<file path="src/design/frac_mask_pkg.sv">
// Constants and types for the fractional rounding and address mask block
package frac_mask_pkg;
    localparam int ACC_W = 48;
    localparam int WORD_W = 32;
    localparam int MASK_W = 16;
    localparam int PROD_W = 64;
    localparam int PROD_KEEP_W = 40;
    localparam int EXT_W = 8;
    localparam int EXT_HI_LSB = 8;
    localparam int RND32_BITS = 8;
    localparam int RND16_BITS = 24;
    localparam int EXT_MASK_BIT = 5;
    localparam int EXTWORD_W = 16;
    localparam logic [15:0] MASK_UPPER_ONES = 16'hffff;
    localparam logic [31:0] ADDR_STEP = 32'h00000004;
    localparam logic [15:0] MASK_RESET = 16'hffff;
    // Operating-mode field {unsigned/signed, fraction/integer}
    localparam logic [1:0] MODE_SINT = 2'h0;
    localparam logic [1:0] MODE_UINT = 2'h2;
    // Shift factor encodings
    localparam logic [1:0] SHIFT_NONE = 2'h0;
    localparam logic [1:0] SHIFT_LEFT = 2'h1;
    localparam logic [1:0] SHIFT_RIGHT = 2'h3;
    typedef enum logic [1:0] {
        EA_INDIRECT,
        EA_POSTINC,
        EA_PREDEC,
        EA_DISP
    } ea_mode_t;
endpackage

</file>
<file path="src/design/mask_reg_if.sv">
// Interface between the datapath and the address-limit register
`timescale 1ns/1ps
interface mask_reg_if;
    logic wr;
    logic [31:0] wdata;
    logic [15:0] value;
    modport owner(input wr, input wdata, output value);
    modport user(output wr, output wdata, input value);
endinterface

</file>
<file path="src/design/mask_reg.sv">
// Address-limit register holding only its low half
`timescale 1ns/1ps
module mask_reg
    import frac_mask_pkg::*;
(
    // Clock and reset
    input wire logic clk,
    input wire logic rst,
    // Register access
    mask_reg_if.owner bus
);
    logic [MASK_W-1:0] stored;
    logic [MASK_W-1:0] next_stored;

    always_comb begin
        next_stored = stored;
        if (bus.wr) begin
            next_stored = bus.wdata[MASK_W-1:0];
        end
    end

    always_ff @(posedge clk or posedge rst) begin
        if (rst) begin
            stored <= MASK_RESET;
        end else begin
            stored <= next_stored;
        end
    end

    assign bus.value = stored;

    a_mask_load_low: assert property (@(posedge clk) disable iff (rst)
        bus.wr |=> stored == $past(bus.wdata[MASK_W-1:0]))
        else $error("mask register did not load low half");
endmodule

</file>
<file path="src/design/frac_mask_unit.sv">
// Fractional rounding, product scaling and masked operand address unit
`timescale 1ns/1ps
module frac_mask_unit
    import frac_mask_pkg::*;
(
    // Clock and reset
    input wire logic CLK,
    input wire logic SYS_RST,
    // Mode controls
    input wire logic [1:0] MODE,
    input wire logic ROUND_SEL,
    // Accumulator store request
    input wire logic STORE_REQ,
    input wire logic [ACC_W-1:0] ACC_IN,
    output logic STORE_VALID,
    output logic [WORD_W-1:0] STORE_DATA,
    // Product request
    input wire logic PROD_REQ,
    input wire logic LONG_OPS,
    input wire logic INT_MUL,
    input wire logic [1:0] SHIFT_FACTOR,
    input wire logic [PROD_W-1:0] PRODUCT,
    output logic PROD_VALID,
    output logic [ACC_W-1:0] PROD_OUT,
    // Address-limit register access
    input wire logic MASK_WR,
    input wire logic [WORD_W-1:0] MASK_WDATA,
    output logic [WORD_W-1:0] MASK_RDATA,
    // Operand address request
    input wire logic EA_REQ,
    input wire logic [EXTWORD_W-1:0] EXT_WORD,
    input wire logic [1:0] EA_MODE,
    input wire logic [WORD_W-1:0] ADDR_REG,
    input wire logic [15:0] DISP,
    output logic EA_VALID,
    output logic [WORD_W-1:0] OPERAND_ADDR,
    output logic ADDR_UPDATE,
    output logic [WORD_W-1:0] ADDR_REG_NEW
);
    mask_reg_if mbus();
    logic frac;

    // Any code with low bit set is fractional
    function automatic logic is_frac(input logic [1:0] m);
        return m[0];
    endfunction

    // Keep upper part, bump on >half or exact half with odd lsb
    function automatic logic round_up(input logic upper_lsb, input logic guard,
                                      input logic sticky);
        return guard && (sticky || upper_lsb);
    endfunction

    assign frac = is_frac(MODE);
    assign mbus.wr = MASK_WR;
    assign mbus.wdata = MASK_WDATA;

    mask_reg u_mask (
        .clk(CLK),
        .rst(SYS_RST),
        .bus(mbus.owner)
    );

    // Accumulator store path
    logic [WORD_W-1:0] store_word;
    logic [ACC_W-1:0] frac_acc;
    logic [WORD_W-1:0] rnd32;
    logic [15:0] rnd16;

    always_comb begin
        frac_acc = ACC_IN;
        rnd32 = frac_acc[ACC_W-EXT_W-1:RND32_BITS]
              + {{(WORD_W-1){1'b0}}, round_up(frac_acc[RND32_BITS],
                 frac_acc[RND32_BITS-1], |frac_acc[RND32_BITS-2:0])};
        rnd16 = frac_acc[ACC_W-EXT_W-1:RND16_BITS]
              + {15'h0000, round_up(frac_acc[RND16_BITS],
                 frac_acc[RND16_BITS-1], |frac_acc[RND16_BITS-2:0])};
        if (!frac) begin
            store_word = ACC_IN[WORD_W-1:0];
        end else if (MODE[1]) begin
            store_word = {rnd16, 16'h0000};
        end else if (ROUND_SEL) begin
            store_word = rnd32;
        end else begin
            store_word = frac_acc[ACC_W-EXT_W-1:EXT_W];
        end
    end

    // Product path
    logic [ACC_W-1:0] prod_word;
    logic [PROD_KEEP_W-1:0] p40;
    logic [PROD_KEEP_W-1:0] prnd;
    localparam int DROP = PROD_W - PROD_KEEP_W;

    always_comb begin
        prnd = PRODUCT[PROD_W-1:DROP] + {{(PROD_KEEP_W-1){1'b0}},
               round_up(PRODUCT[DROP], PRODUCT[DROP-1], |PRODUCT[DROP-2:0])};
        if (frac && !INT_MUL && LONG_OPS) begin
            p40 = ROUND_SEL ? prnd : PRODUCT[PROD_W-1:DROP];
        end else if (frac && !INT_MUL) begin
            p40 = PRODUCT[PROD_W-1:DROP];
        end else begin
            p40 = PRODUCT[PROD_KEEP_W-1:0];
        end
        if (MODE == MODE_UINT && (INT_MUL || !frac)) begin
            prod_word = {{(ACC_W-PROD_KEEP_W){1'b0}}, p40};
        end else begin
            prod_word = {{(ACC_W-PROD_KEEP_W){p40[PROD_KEEP_W-1]}}, p40};
        end
        if (!frac && !INT_MUL) begin
            if (SHIFT_FACTOR == SHIFT_LEFT) begin
                prod_word = {prod_word[ACC_W-2:0], 1'b0};
            end else if (SHIFT_FACTOR == SHIFT_RIGHT) begin
                prod_word = {prod_word[ACC_W-1], prod_word[ACC_W-1:1]};
            end
        end
    end

    // Masked operand address path
    logic [WORD_W-1:0] mask_word;
    logic [WORD_W-1:0] sum_addr;
    logic [WORD_W-1:0] next_oa;
    logic [WORD_W-1:0] next_an;
    logic next_upd;
    logic use_mask;

    assign mask_word = {MASK_UPPER_ONES, mbus.value};
    assign use_mask = EXT_WORD[EXT_MASK_BIT];

    always_comb begin
        sum_addr = ADDR_REG;
        next_upd = 1'b0;
        case (ea_mode_t'(EA_MODE))
            EA_INDIRECT: sum_addr = ADDR_REG;
            EA_POSTINC: begin
                sum_addr = ADDR_REG + ADDR_STEP;
                next_upd = 1'b1;
            end
            EA_PREDEC: begin
                sum_addr = ADDR_REG - ADDR_STEP;
                next_upd = 1'b1;
            end
            EA_DISP: sum_addr = ADDR_REG + {{16{DISP[15]}}, DISP};
            default: sum_addr = ADDR_REG;
        endcase
        next_an = use_mask ? (sum_addr & mask_word) : sum_addr;
        if (ea_mode_t'(EA_MODE) == EA_POSTINC) begin
            next_oa = ADDR_REG;
        end else begin
            next_oa = next_an;
        end
    end

    // Output registers
    always_ff @(posedge CLK or posedge SYS_RST) begin
        if (SYS_RST) begin
            STORE_VALID <= 1'b0;
            STORE_DATA <= '0;
            PROD_VALID <= 1'b0;
            PROD_OUT <= '0;
            MASK_RDATA <= {MASK_UPPER_ONES, MASK_RESET};
            EA_VALID <= 1'b0;
            OPERAND_ADDR <= '0;
            ADDR_UPDATE <= 1'b0;
            ADDR_REG_NEW <= '0;
        end else begin
            STORE_VALID <= STORE_REQ;
            STORE_DATA <= store_word;
            PROD_VALID <= PROD_REQ;
            PROD_OUT <= prod_word;
            MASK_RDATA <= {MASK_UPPER_ONES, mbus.value};
            EA_VALID <= EA_REQ;
            OPERAND_ADDR <= next_oa;
            ADDR_UPDATE <= EA_REQ && next_upd;
            ADDR_REG_NEW <= next_an;
        end
    end

    a_mask_read_ones: assert property (@(posedge CLK) disable iff (SYS_RST)
        MASK_RDATA == {MASK_UPPER_ONES, $past(mbus.value)})
        else $error("mask read value wrong");
    a_int_store_raw: assert property (@(posedge CLK) disable iff (SYS_RST)
        STORE_REQ && !MODE[0] |=> STORE_DATA == $past(ACC_IN[31:0]))
        else $error("integer store altered");
    a_frac_noround: assert property (@(posedge CLK) disable iff (SYS_RST)
        STORE_REQ && MODE == 2'h1 && !ROUND_SEL |=> STORE_DATA == $past(ACC_IN[39:8]))
        else $error("unrounded fraction store wrong");
    a_trunc_prod: assert property (@(posedge CLK) disable iff (SYS_RST)
        PROD_REQ && MODE[0] && !INT_MUL && LONG_OPS && !ROUND_SEL
        |=> PROD_OUT[39:0] == $past(PRODUCT[63:24]))
        else $error("fraction product not truncated");
    a_intmul_low: assert property (@(posedge CLK) disable iff (SYS_RST)
        PROD_REQ && INT_MUL |=> PROD_OUT[39:0] == $past(PRODUCT[39:0]))
        else $error("integer multiply used fraction path");
    a_frac_noshift: assert property (@(posedge CLK) disable iff (SYS_RST)
        PROD_REQ && MODE[0] && !INT_MUL && !LONG_OPS
        |=> PROD_OUT[39:0] == $past(PRODUCT[63:24]))
        else $error("product shifted in fraction mode");
    a_indirect_mask: assert property (@(posedge CLK) disable iff (SYS_RST)
        EA_REQ && EXT_WORD[5] && EA_MODE == 2'h0
        |=> OPERAND_ADDR == ($past(ADDR_REG) & MASK_RDATA))
        else $error("masked indirect address wrong");
    a_nomask_disp: assert property (@(posedge CLK) disable iff (SYS_RST)
        EA_REQ && !EXT_WORD[5] && EA_MODE == 2'h3
        |=> OPERAND_ADDR == $past(ADDR_REG) + {{16{$past(DISP[15])}}, $past(DISP)})
        else $error("unmasked displacement address wrong");
    a_postinc_upd: assert property (@(posedge CLK) disable iff (SYS_RST)
        EA_REQ && EXT_WORD[5] && EA_MODE == 2'h1 |=> ADDR_UPDATE
        && OPERAND_ADDR == $past(ADDR_REG)
        && ADDR_REG_NEW == (($past(ADDR_REG) + 32'h4) & MASK_RDATA))
        else $error("post-increment masking wrong");
    a_predec_upd: assert property (@(posedge CLK) disable iff (SYS_RST)
        EA_REQ && EXT_WORD[5] && EA_MODE == 2'h2 |=> ADDR_UPDATE
        && OPERAND_ADDR == ADDR_REG_NEW
        && ADDR_REG_NEW == (($past(ADDR_REG) - 32'h4) & MASK_RDATA))
        else $error("pre-decrement masking wrong");
endmodule

</file>
<file path="config.mk">
export PLATFORM = sky130hd
export DESIGN_NAME = frac_mask_unit
export DESIGN_NICKNAME = d
export VERILOG_FILES = /design/src/design/frac_mask_pkg.sv /design/src/design/mask_reg_if.sv /design/src/design/mask_reg.sv /design/src/design/frac_mask_unit.sv
export SDC_FILE = /design/constraint.sdc
export NUM_CORES = 1
export LEC_CHECK = 0
export BUFFER_PORTS_ARGS = -buffer_cell sky130_fd_sc_hd__buf_2
export CAP_MARGIN = 10
export CORE_MARGIN = 3
export CORE_UTILIZATION = 30
export CTS_BUF_LIST = sky130_fd_sc_hd__clkbuf_4
export DETAILED_ROUTE_END_ITERATION = 8
export SLEW_MARGIN = 20
export SYNTH_ARGS = -nofsm -noshare
export SYNTH_HDL_FRONTEND = slang
export SYNTH_SLANG_ARGS = --single-unit
</file>
<file path="constraint.sdc">
create_clock -name CLK -period 5.4 [get_ports CLK]
set_input_delay 0.54 -clock CLK [delete_from_list [all_inputs] [get_ports CLK]]
set_output_delay 0.54 -clock CLK [all_outputs]
set_load 0.05 [all_outputs]
</file>
==> results of run 1 <==
## state kept, by name (all words and copies together) (netlist names)
| register | cells |
|---|---|
| MASK_RDATA | 16 |
| EA_VALID | 1 |
| OPERAND_ADDR | 32 |
| STORE_DATA | 32 |
| ADDR_UPDATE | 1 |
| u_mask.bus.value | 16 |
| PROD_VALID | 1 |
| PROD_OUT | 42 |
| STORE_VALID | 1 |
| ADDR_REG_NEW | 32 |
## through the flow
stage,cells,util
global route,2450,0.374
finish,2450,0.374
CTS,2442,0.374
floorplan,1588,-
detailed placement,2353,0.353
global placement,2353,0.353
## worst register-to-register path: stages (launching register included)
cell and delay (ns):
dfstp_2 0.59, nand2b_1 0.21, a21oi_1 0.11, o22ai_1 0.28
## worst min-delay path by stage
stage	start	endpoint	depth (start not counted)	slack (ns)
floorplan	u_mask.bus.value[0]$_DFFE_PP1P_	MASK_RDATA[0]$_DFF_PP1_	0	0.35
global route	ACC_IN[18]	STORE_DATA[18]$_DFF_PP0_	2	0.007
global placement	u_mask.bus.value[8]$_DFFE_PP1P_	MASK_RDATA[8]$_DFF_PP1_	0	0.36
CTS	INT_MUL	PROD_OUT[40]$_DFF_PP0_	3	0.002
detailed placement	u_mask.bus.value[1]$_DFFE_PP1P_	MASK_RDATA[1]$_DFF_PP1_	0	0.36
finish	INT_MUL	PROD_OUT[40]$_DFF_PP0_	3	0.12
## kinds of logic after synthesis
logic type      count (synthesis)  synth area share
compound gates                469             0.230
buf+inv                       195            0.0649
other cells                     1          0.000291
xor+xnor                      125            0.0851
flops                         174             0.341
simple gates                  507             0.188
fa+ha+maj                      45            0.0443
mux                            57            0.0464
## metal layers
layer | wire, um | part of all wire
met5 | 12 | 0.00025
met2 | 23100 | 0.49
met3 | 3150 | 0.066
met4 | 1220 | 0.026
met1 | 19900 | 0.42
## final cells by class
| class | count | area, um^2 |
|---|---|---|
| clock inverters | 15 | 203 |
| multi-input cells | 1219 | 7710 |
| well taps | 539 | 674 |
| repair buffers | 416 | 2410 |
| inverters | 62 | 240 |
| fillers | 4343 | 26400 |
| clock buffers | 17 | 128 |
| diodes | 8 | 20.0 |
| flip-flops and latches | 174 | 4390 |
## placed cells by master, fill, tap and decap left out, types with 9 or more instances in the layout
| cell type | n |
|---|---|
| buf_4 | 12 |
| mux2_2 | 19 |
| xnor2_1 | 72 |
| ha_1 | 43 |
| or3_1 | 11 |
| and3_1 | 19 |
| dlygate4sd3_1 | 57 |
| a32oi_1 | 16 |
| a22oi_1 | 12 |
| nand3_1 | 25 |
| conb_1 | 16 |
| o31ai_1 | 11 |
| nand2_1 | 190 |
| nor3_1 | 24 |
| nor2b_1 | 15 |
| o21ai_1 | 27 |
| dfrtp_1 | 142 |
| mux2i_1 | 36 |
| nor2_1 | 119 |
| buf_2 | 346 |
| xor2_1 | 53 |
| clkbuf_4 | 17 |
| a21oi_1 | 124 |
| and2_1 | 10 |
| a31oi_1 | 9 |
| inv_1 | 60 |
| o22ai_1 | 31 |
| nand2b_1 | 14 |
| a21o_1 | 28 |
| o21ai_0 | 117 |
| nand4_1 | 20 |
| nor4_1 | 20 |
| a211oi_1 | 9 |
| dfstp_2 | 32 |
## power by group through the flow
stage | clock [W] | sequential, W | combinational, W
6_report | 0.000882 | 0.00151 | 0.00164
5_1_grt | 0.000983 | 0.00153 | 0.00176
4_1_cts | 0.000930 | 0.00152 | 0.00164
3_3_place_gp | 0 | 0.00154 | 0.00159
3_5_place_dp | 0 | 0.00154 | 0.00160
2_1_floorplan | 0 | 0.00201 | 0.000665
==> results by group, run 1 <==
Pwr
  • Worst-case vdd ir drop: about 0.19 mV
  • Gate power share: 0.407
  • Cell Pwr Density: about 260 nW/um^2
  • Reg power frac: 0.375
  • Psw: around 0.0018 W
  • Leak: 7.13 nW
  • Internal Power: about 0.0023 W
  • Switching Share: 0.440
  • Clock Power Share: 0.218
  • Total Power: a little over 0.004 W

Placement
  • Port bufs: ~350
  • Place WS: ~1.5 ns
  • DP Area: 14,900 um^2
  • Post-DP HPWL: 36,100 um
  • Gp weighted congestion: 0.915

Layout
  • Layout cells sized above 1: 0.244
  • Nets: approximately 2.2k
  • Area growth from synthesis to layout: 22.6%
  • Final non-filler cell area: approximately 16,000 um^2

Clock network
  • CTS resizes: 0
  • CTS Hold Bufs: between 50 and 60
  • Clk pin slew, worst setup/hold paths: between 0.15 and 0.2 ns
  • CTS Buffer Depth: 2
  • Skew-Pair Late Insertion Delay: about 0.74 ns
  • Num CTS Buffers: 17
  • H-tree Lvls: 4
  • Total clock sinks: about 170
  • CTS root buf: clkbuf_4
  • Clock tree from TritonCTS: yes
  • Post-CTS setup buffers: 0

Drt
  • DR vias: between 10k and 15k
  • Final WL: 47,400 um
  • Pre-antenna DRT Iters: 5
  • ANT nets after route: 0
  • Remaining DRCs: 0
  • 1st-iter DRT viols: ~910
  • Wire per inst: 19.4 um
  • DR vias/cell: ~5.3

Worst setup path
  • Crit path kind: primary input to flop
  • Reg2Reg Capture Point: OPERAND_ADDR[15]$_DFF_PP0_
  • WP depth: 14
  • Crit path arrival time: about 4.3 ns
  • Worst Setup Start Kind: primary input
  • Crit path max-delay family: simple AND/OR/NAND/NOR gates
  • Cells along the critical path: dlygate4sd3_1 > buf_2 > nor4_1 > a21oi_1 > ha_1 > ha_1 > nand4_1 > or4b_1 > o31ai_2 > nand3_1 > nor2b_1 > xnor2_1 > a21oi_1 > dlygate4sd3_1
  • Crit. End Element: flop
  • Critical Path Source: ACC_IN[3]
  • Buf/Inv on CP: 3
  • Critical Path RT: 6.05 ns
  • Crit Path Max Fanout: 5
  • Critical path's largest stage delay: between 0.6 and 0.7 ns
  • Critical Path End: STORE_DATA[30]$_DFF_PP0_
  • Slowest CP cell: or4b_1
  • FF-to-FF path depth: 3
  • FF-to-FF Start: u_mask.bus.value[15]$_DFFE_PP1P_
  • Flop2flop setup slack: between 4 and 5 ns

STA
  • Worst Skew: ~0.014 ns
  • Tcrit/Tclk final: 0.679
  • Achievable frequency: around 0.27 GHz
  • Unrepaired setup endpoints after global routing: false
  • Setup TNS: 0 ns
  • Slew Viols, Final: 0
  • Worst slew margin: 0.389
  • Slew @ Worst Pin: between 0.9 and 1 ns
  • Final worst slack: 1.73 ns
  • Crit path time final: about 3.7 ns
  • Final count of negative-setup-slack endpoints: 0
  • Final Hold Slack: around 0.12 ns
  • Fin. Hold Viols: 0

Global routing
  • Vias in the first global route: about 13k
  • M3 GR Usage: 0.0505
  • Aggregate global routing overflow: 0
  • Global-route wire length before repair: approximately 72,000 um
  • GRT Overall Usage: 0.206
  • Largest net degree at the start of global routing: ~80
  • Initial antenna violation count: 3
  • Gr busiest metal: met2
  • M2 GR Usage: 0.346
  • Grt met1 use: 0.257

Run
  • Max-Cap Viols: 0

Synth
  • Netlist cell types: between 80 and 90
  • Post-synth EDFFs: 0
  • Synth top cells by count: nand2_1, dfrtp_1, a21oi_1, nor2_1, o21ai_0
  • Ys Warns: 0
  • Post-synth top area share: 0.276
  • Cells after synthesis: around 1.6k
  • Cell area after synthesis: roughly 13,000 um^2
  • Top cell type by total area after synthesis: dfrtp_1
  • FFs w/ async S/R, synth: 1.00
  • Ys flop type: dfrtp_1
  • Count leader, synth: nand2_1
  • Seq/Total Area, Yosys: 0.341
  • Synth Register Bits: ~170
  • Avg Cell Area, Syn: 8.18 um^2
  • Top cells by area, synth: dfrtp_1, dfstp_2, nand2_1, xnor2_1, a21oi_1

Worst hold path
  • Hold Crit Class: primary input to flop

Die
  • Initial Util: 0.305
  • Die width: 213 um
  • Die ar.: between 40,000 and 50,000 um^2
  • Core Region: about 42,000 um^2
  • Cell row count: 75
  • Die height: between 200 and 250 um
  • I/O pin count: roughly 400

Status
  • Result of the run: completed
Power figures use the tool's default switching activity.
==> inputs of run 2 (changes only) <==
==> constraint.sdc (replaced) <==
create_clock -name CLK -period 3 [get_ports CLK]
set_input_delay 0.3 -clock CLK [delete_from_list [all_inputs] [get_ports CLK]]
set_output_delay 0.3 -clock CLK [all_outputs]
set_load 0.05 [all_outputs]
==> results by group, run 2 (same netlist as run 1, synthesis figures left out) <==
Worst setup path
  • Crit path max-delay family: buffers and inverters
  • Flop2flop setup slack: 1.53 ns (-2.57 ns)
  • Crit path kind: primary input to flop
  • Crit. End Element: flop
  • Critical Path RT: 3.65 ns (-2.40 ns)
  • Cells along the critical path: dlygate4sd3_1 > buf_4 > nor4_4 > a21oi_1 > ha_2 > ha_1 > nand4_1 > or4b_4 > o31ai_4 > nand3_4 > nor2b_2 > xnor2_1 > a21oi_1 > dlygate4sd3_1
  • Critical path's largest stage delay: 0.59 ns (-0.04 ns)
  • Crit path arrival time: 3.61 ns (-0.70 ns)
  • Slowest CP cell: dlygate4sd3_1
  • Buf/Inv on CP: 3 (unchanged)
  • Worst Setup Start Kind: primary input
  • Crit Path Max Fanout: 5 (unchanged)

Layout
  • Largest register by flop count: PROD_OUT
  • Final Util: 0.447 (+0.0721)
  • Area growth from synthesis to layout: 46.2%
  • Nets: 2,472 (+15%)
  • Commonest non-fill, non-tap cell in the layout: buf_2
  • Largest register FFs: 42 (unchanged)
  • Layout cells sized above 1: 0.291 (+0.0470)
  • Commonest non-fill, non-tap cells in the layout: buf_2, dlygate4sd3_1, nand2_1, buf_4, dfrtp_1

Clock network
  • CTS root buf: clkbuf_4
  • Clk pin slew, worst setup/hold paths: 0.19 ns (+0.03 ns)
  • Total clock sinks: 174 (unchanged)
  • H-tree Lvls: 4 (unchanged)
  • Clock tree from TritonCTS: yes
  • Num CTS Buffers: 17 (unchanged)
  • Skew-Pair Late Insertion Delay: 0.78 ns (+0.04 ns)
  • CTS Buffer Depth: 2 (unchanged)

STA
  • Final Hold Slack: 0.103 ns (-0.0171 ns)
  • Worst Skew: 0.0367 ns (+0.0226 ns)
  • Crit path time final: 2.95 ns
  • Slew Viols, Final: 0 (unchanged)
  • Setup TNS: 0 ns (unchanged)
  • Worst slew margin: 0.397 (+0.00794)
  • Tcrit/Tclk final: 0.984
  • Unrepaired setup endpoints after global routing: false
  • Final count of negative-setup-slack endpoints: 0 (unchanged)
  • Slew @ Worst Pin: 0.903 ns (-0.0138 ns)
  • Fin. Hold Viols: 0 (unchanged)
  • Final worst slack: 0.0466 ns (-1.69 ns)
  • Achievable frequency: approximately 0.34 GHz

Drt
  • DR vias: 14.3k (+10%)
  • ANT nets after route: 0 (unchanged)
  • Remaining DRCs: 0 (unchanged)
  • Wire per inst: 18.7 um (-3.5%)
  • DR vias/cell: 5.18 (-2.0%)
  • Final WL: 51,600 um (+8.7%)
  • Pre-antenna DRT Iters: 8 (+3)
  • 1st-iter DRT viols: 1,190 (+30%)

Pwr
  • Clock Power Share: 0.203 (-0.015)
  • Psw: 0.00336 W (+89%)
  • Worst-case vdd ir drop: 0.328 mV (+68%)
  • Internal Power: 0.00436 W (+93%)
  • Reg power frac: 0.353 (-0.022)
  • Total Power: 0.00772 W (+91%)
  • Switching Share: 0.435 (-0.00553)
  • Gate power share: 0.443 (+0.036)
  • Cell Pwr Density: 410 nW/um^2 (+60%)
  • Leak: 8.63 nW (+21%)

Die
  • Initial Util: 0.305 (unchanged)
  • Core Region: 42,100 um^2 (unchanged)
  • Die ar.: 45,400 um^2 (unchanged)
  • Die height: 213 um (unchanged)
  • Die width: 213 um (unchanged)
  • I/O pin count: 403 (unchanged)
  • Cell row count: 75 (unchanged)

Status
  • Result of the run: completed

Global routing
  • GRT Overall Usage: 0.221 (+0.0154)
  • Initial antenna violation count: 4 (+1)
  • Largest net degree at the start of global routing: 75 (-5.1%)
  • Aggregate global routing overflow: 0 (unchanged)
  • Vias in the first global route: 14.1k (+10%)
  • Global-route wire length before repair: 78,000 um (+7.9%)

Placement
  • Gp weighted congestion: 0.937 (+2.4%)
  • Post-DP HPWL: 38,600 um (+7.0%)
  • Port bufs: 347 (unchanged)
  • Place WS: -0.192 ns (-1.68 ns)

Worst hold path
  • Hold Crit Class: primary input to flop

Run
  • Max-Cap Viols: 0 (unchanged)
[run 2: routing by layer]
layer  vias up  track usage  routed length [um]
met1      6844        0.272               21700
li1       6821            -                   -
met5         -            0                  13
met4         2       0.0809                1650
met3       107       0.0491                2920
met2       514        0.381               25200
[run 2: final cells by class]
type,instances,area [um^2]
Clock buffer,18,135
Sequential cell,174,4390
Antenna cell,3,7.51
Tap cell,539,674
Inverter,62,249
Multi-Input combinational cell,1219,7920
Clock inverter,14,175
Fill cell,4132,23300
Timing Repair Buffer,730,5270
[run 2: per-stage QoR]
| step | area, um^2 | instances |
|---|---|---|
| floorplan | 13000 | 1588 |
| global placement | 16000 | 2492 |
| detailed placement | 16000 | 2492 |
| CTS | 18600 | 2748 |
| global route | 18800 | 2758 |
| finish | 18800 | 2759 |
[run 2: timing repair]
item | 4_1_cts | 5_1_grt
buffers inserted | 0 | 8
endpoints found under the setup margin | 0 | 30
gates resized for setup | 0 | 37
endpoints found under the hold margin | 178 | 0
hold buffers | 224 | 0
[run 2: power by group through the flow]
| stage | Clock, W | Sequential (W) | Combinational (W) |
|---|---|---|---|
| final | 0.00157 | 0.00273 | 0.00342 |
| after global routing | 0.00172 | 0.00276 | 0.00366 |
| after CTS | 0.00165 | 0.00273 | 0.00339 |
| after detailed placement | 0 | 0.00277 | 0.00310 |
| after global placement | 0 | 0.00277 | 0.00309 |
| after floorplan | 0 | 0.00361 | 0.00121 |
[run 2: path summary, 6_finish.rpt]
| path | from | end | cells past startpoint |
|---|---|---|---|
| setup / recovery | ACC_IN[8] | STORE_DATA[30]$_DFF_PP0_ | 14 |
| min in group asynchronous | SYS_RST | STORE_DATA[8]$_DFF_PP0_ | 3 |
| setup reg to reg | u_mask.bus.value[9]$_DFFE_PP1P_ | u_mask.bus.value[9]$_DFFE_PP1P_ | 3 |
| hold / removal | MASK_WR | u_mask.bus.value[6]$_DFFE_PP1P_ | 2 |
| max in group asynchronous | SYS_RST | MASK_RDATA[12]$_DFF_PP1_ | 4 |
| hold reg to reg | u_mask.bus.value[3]$_DFFE_PP1P_ | MASK_RDATA[3]$_DFF_PP1_ | 0 |
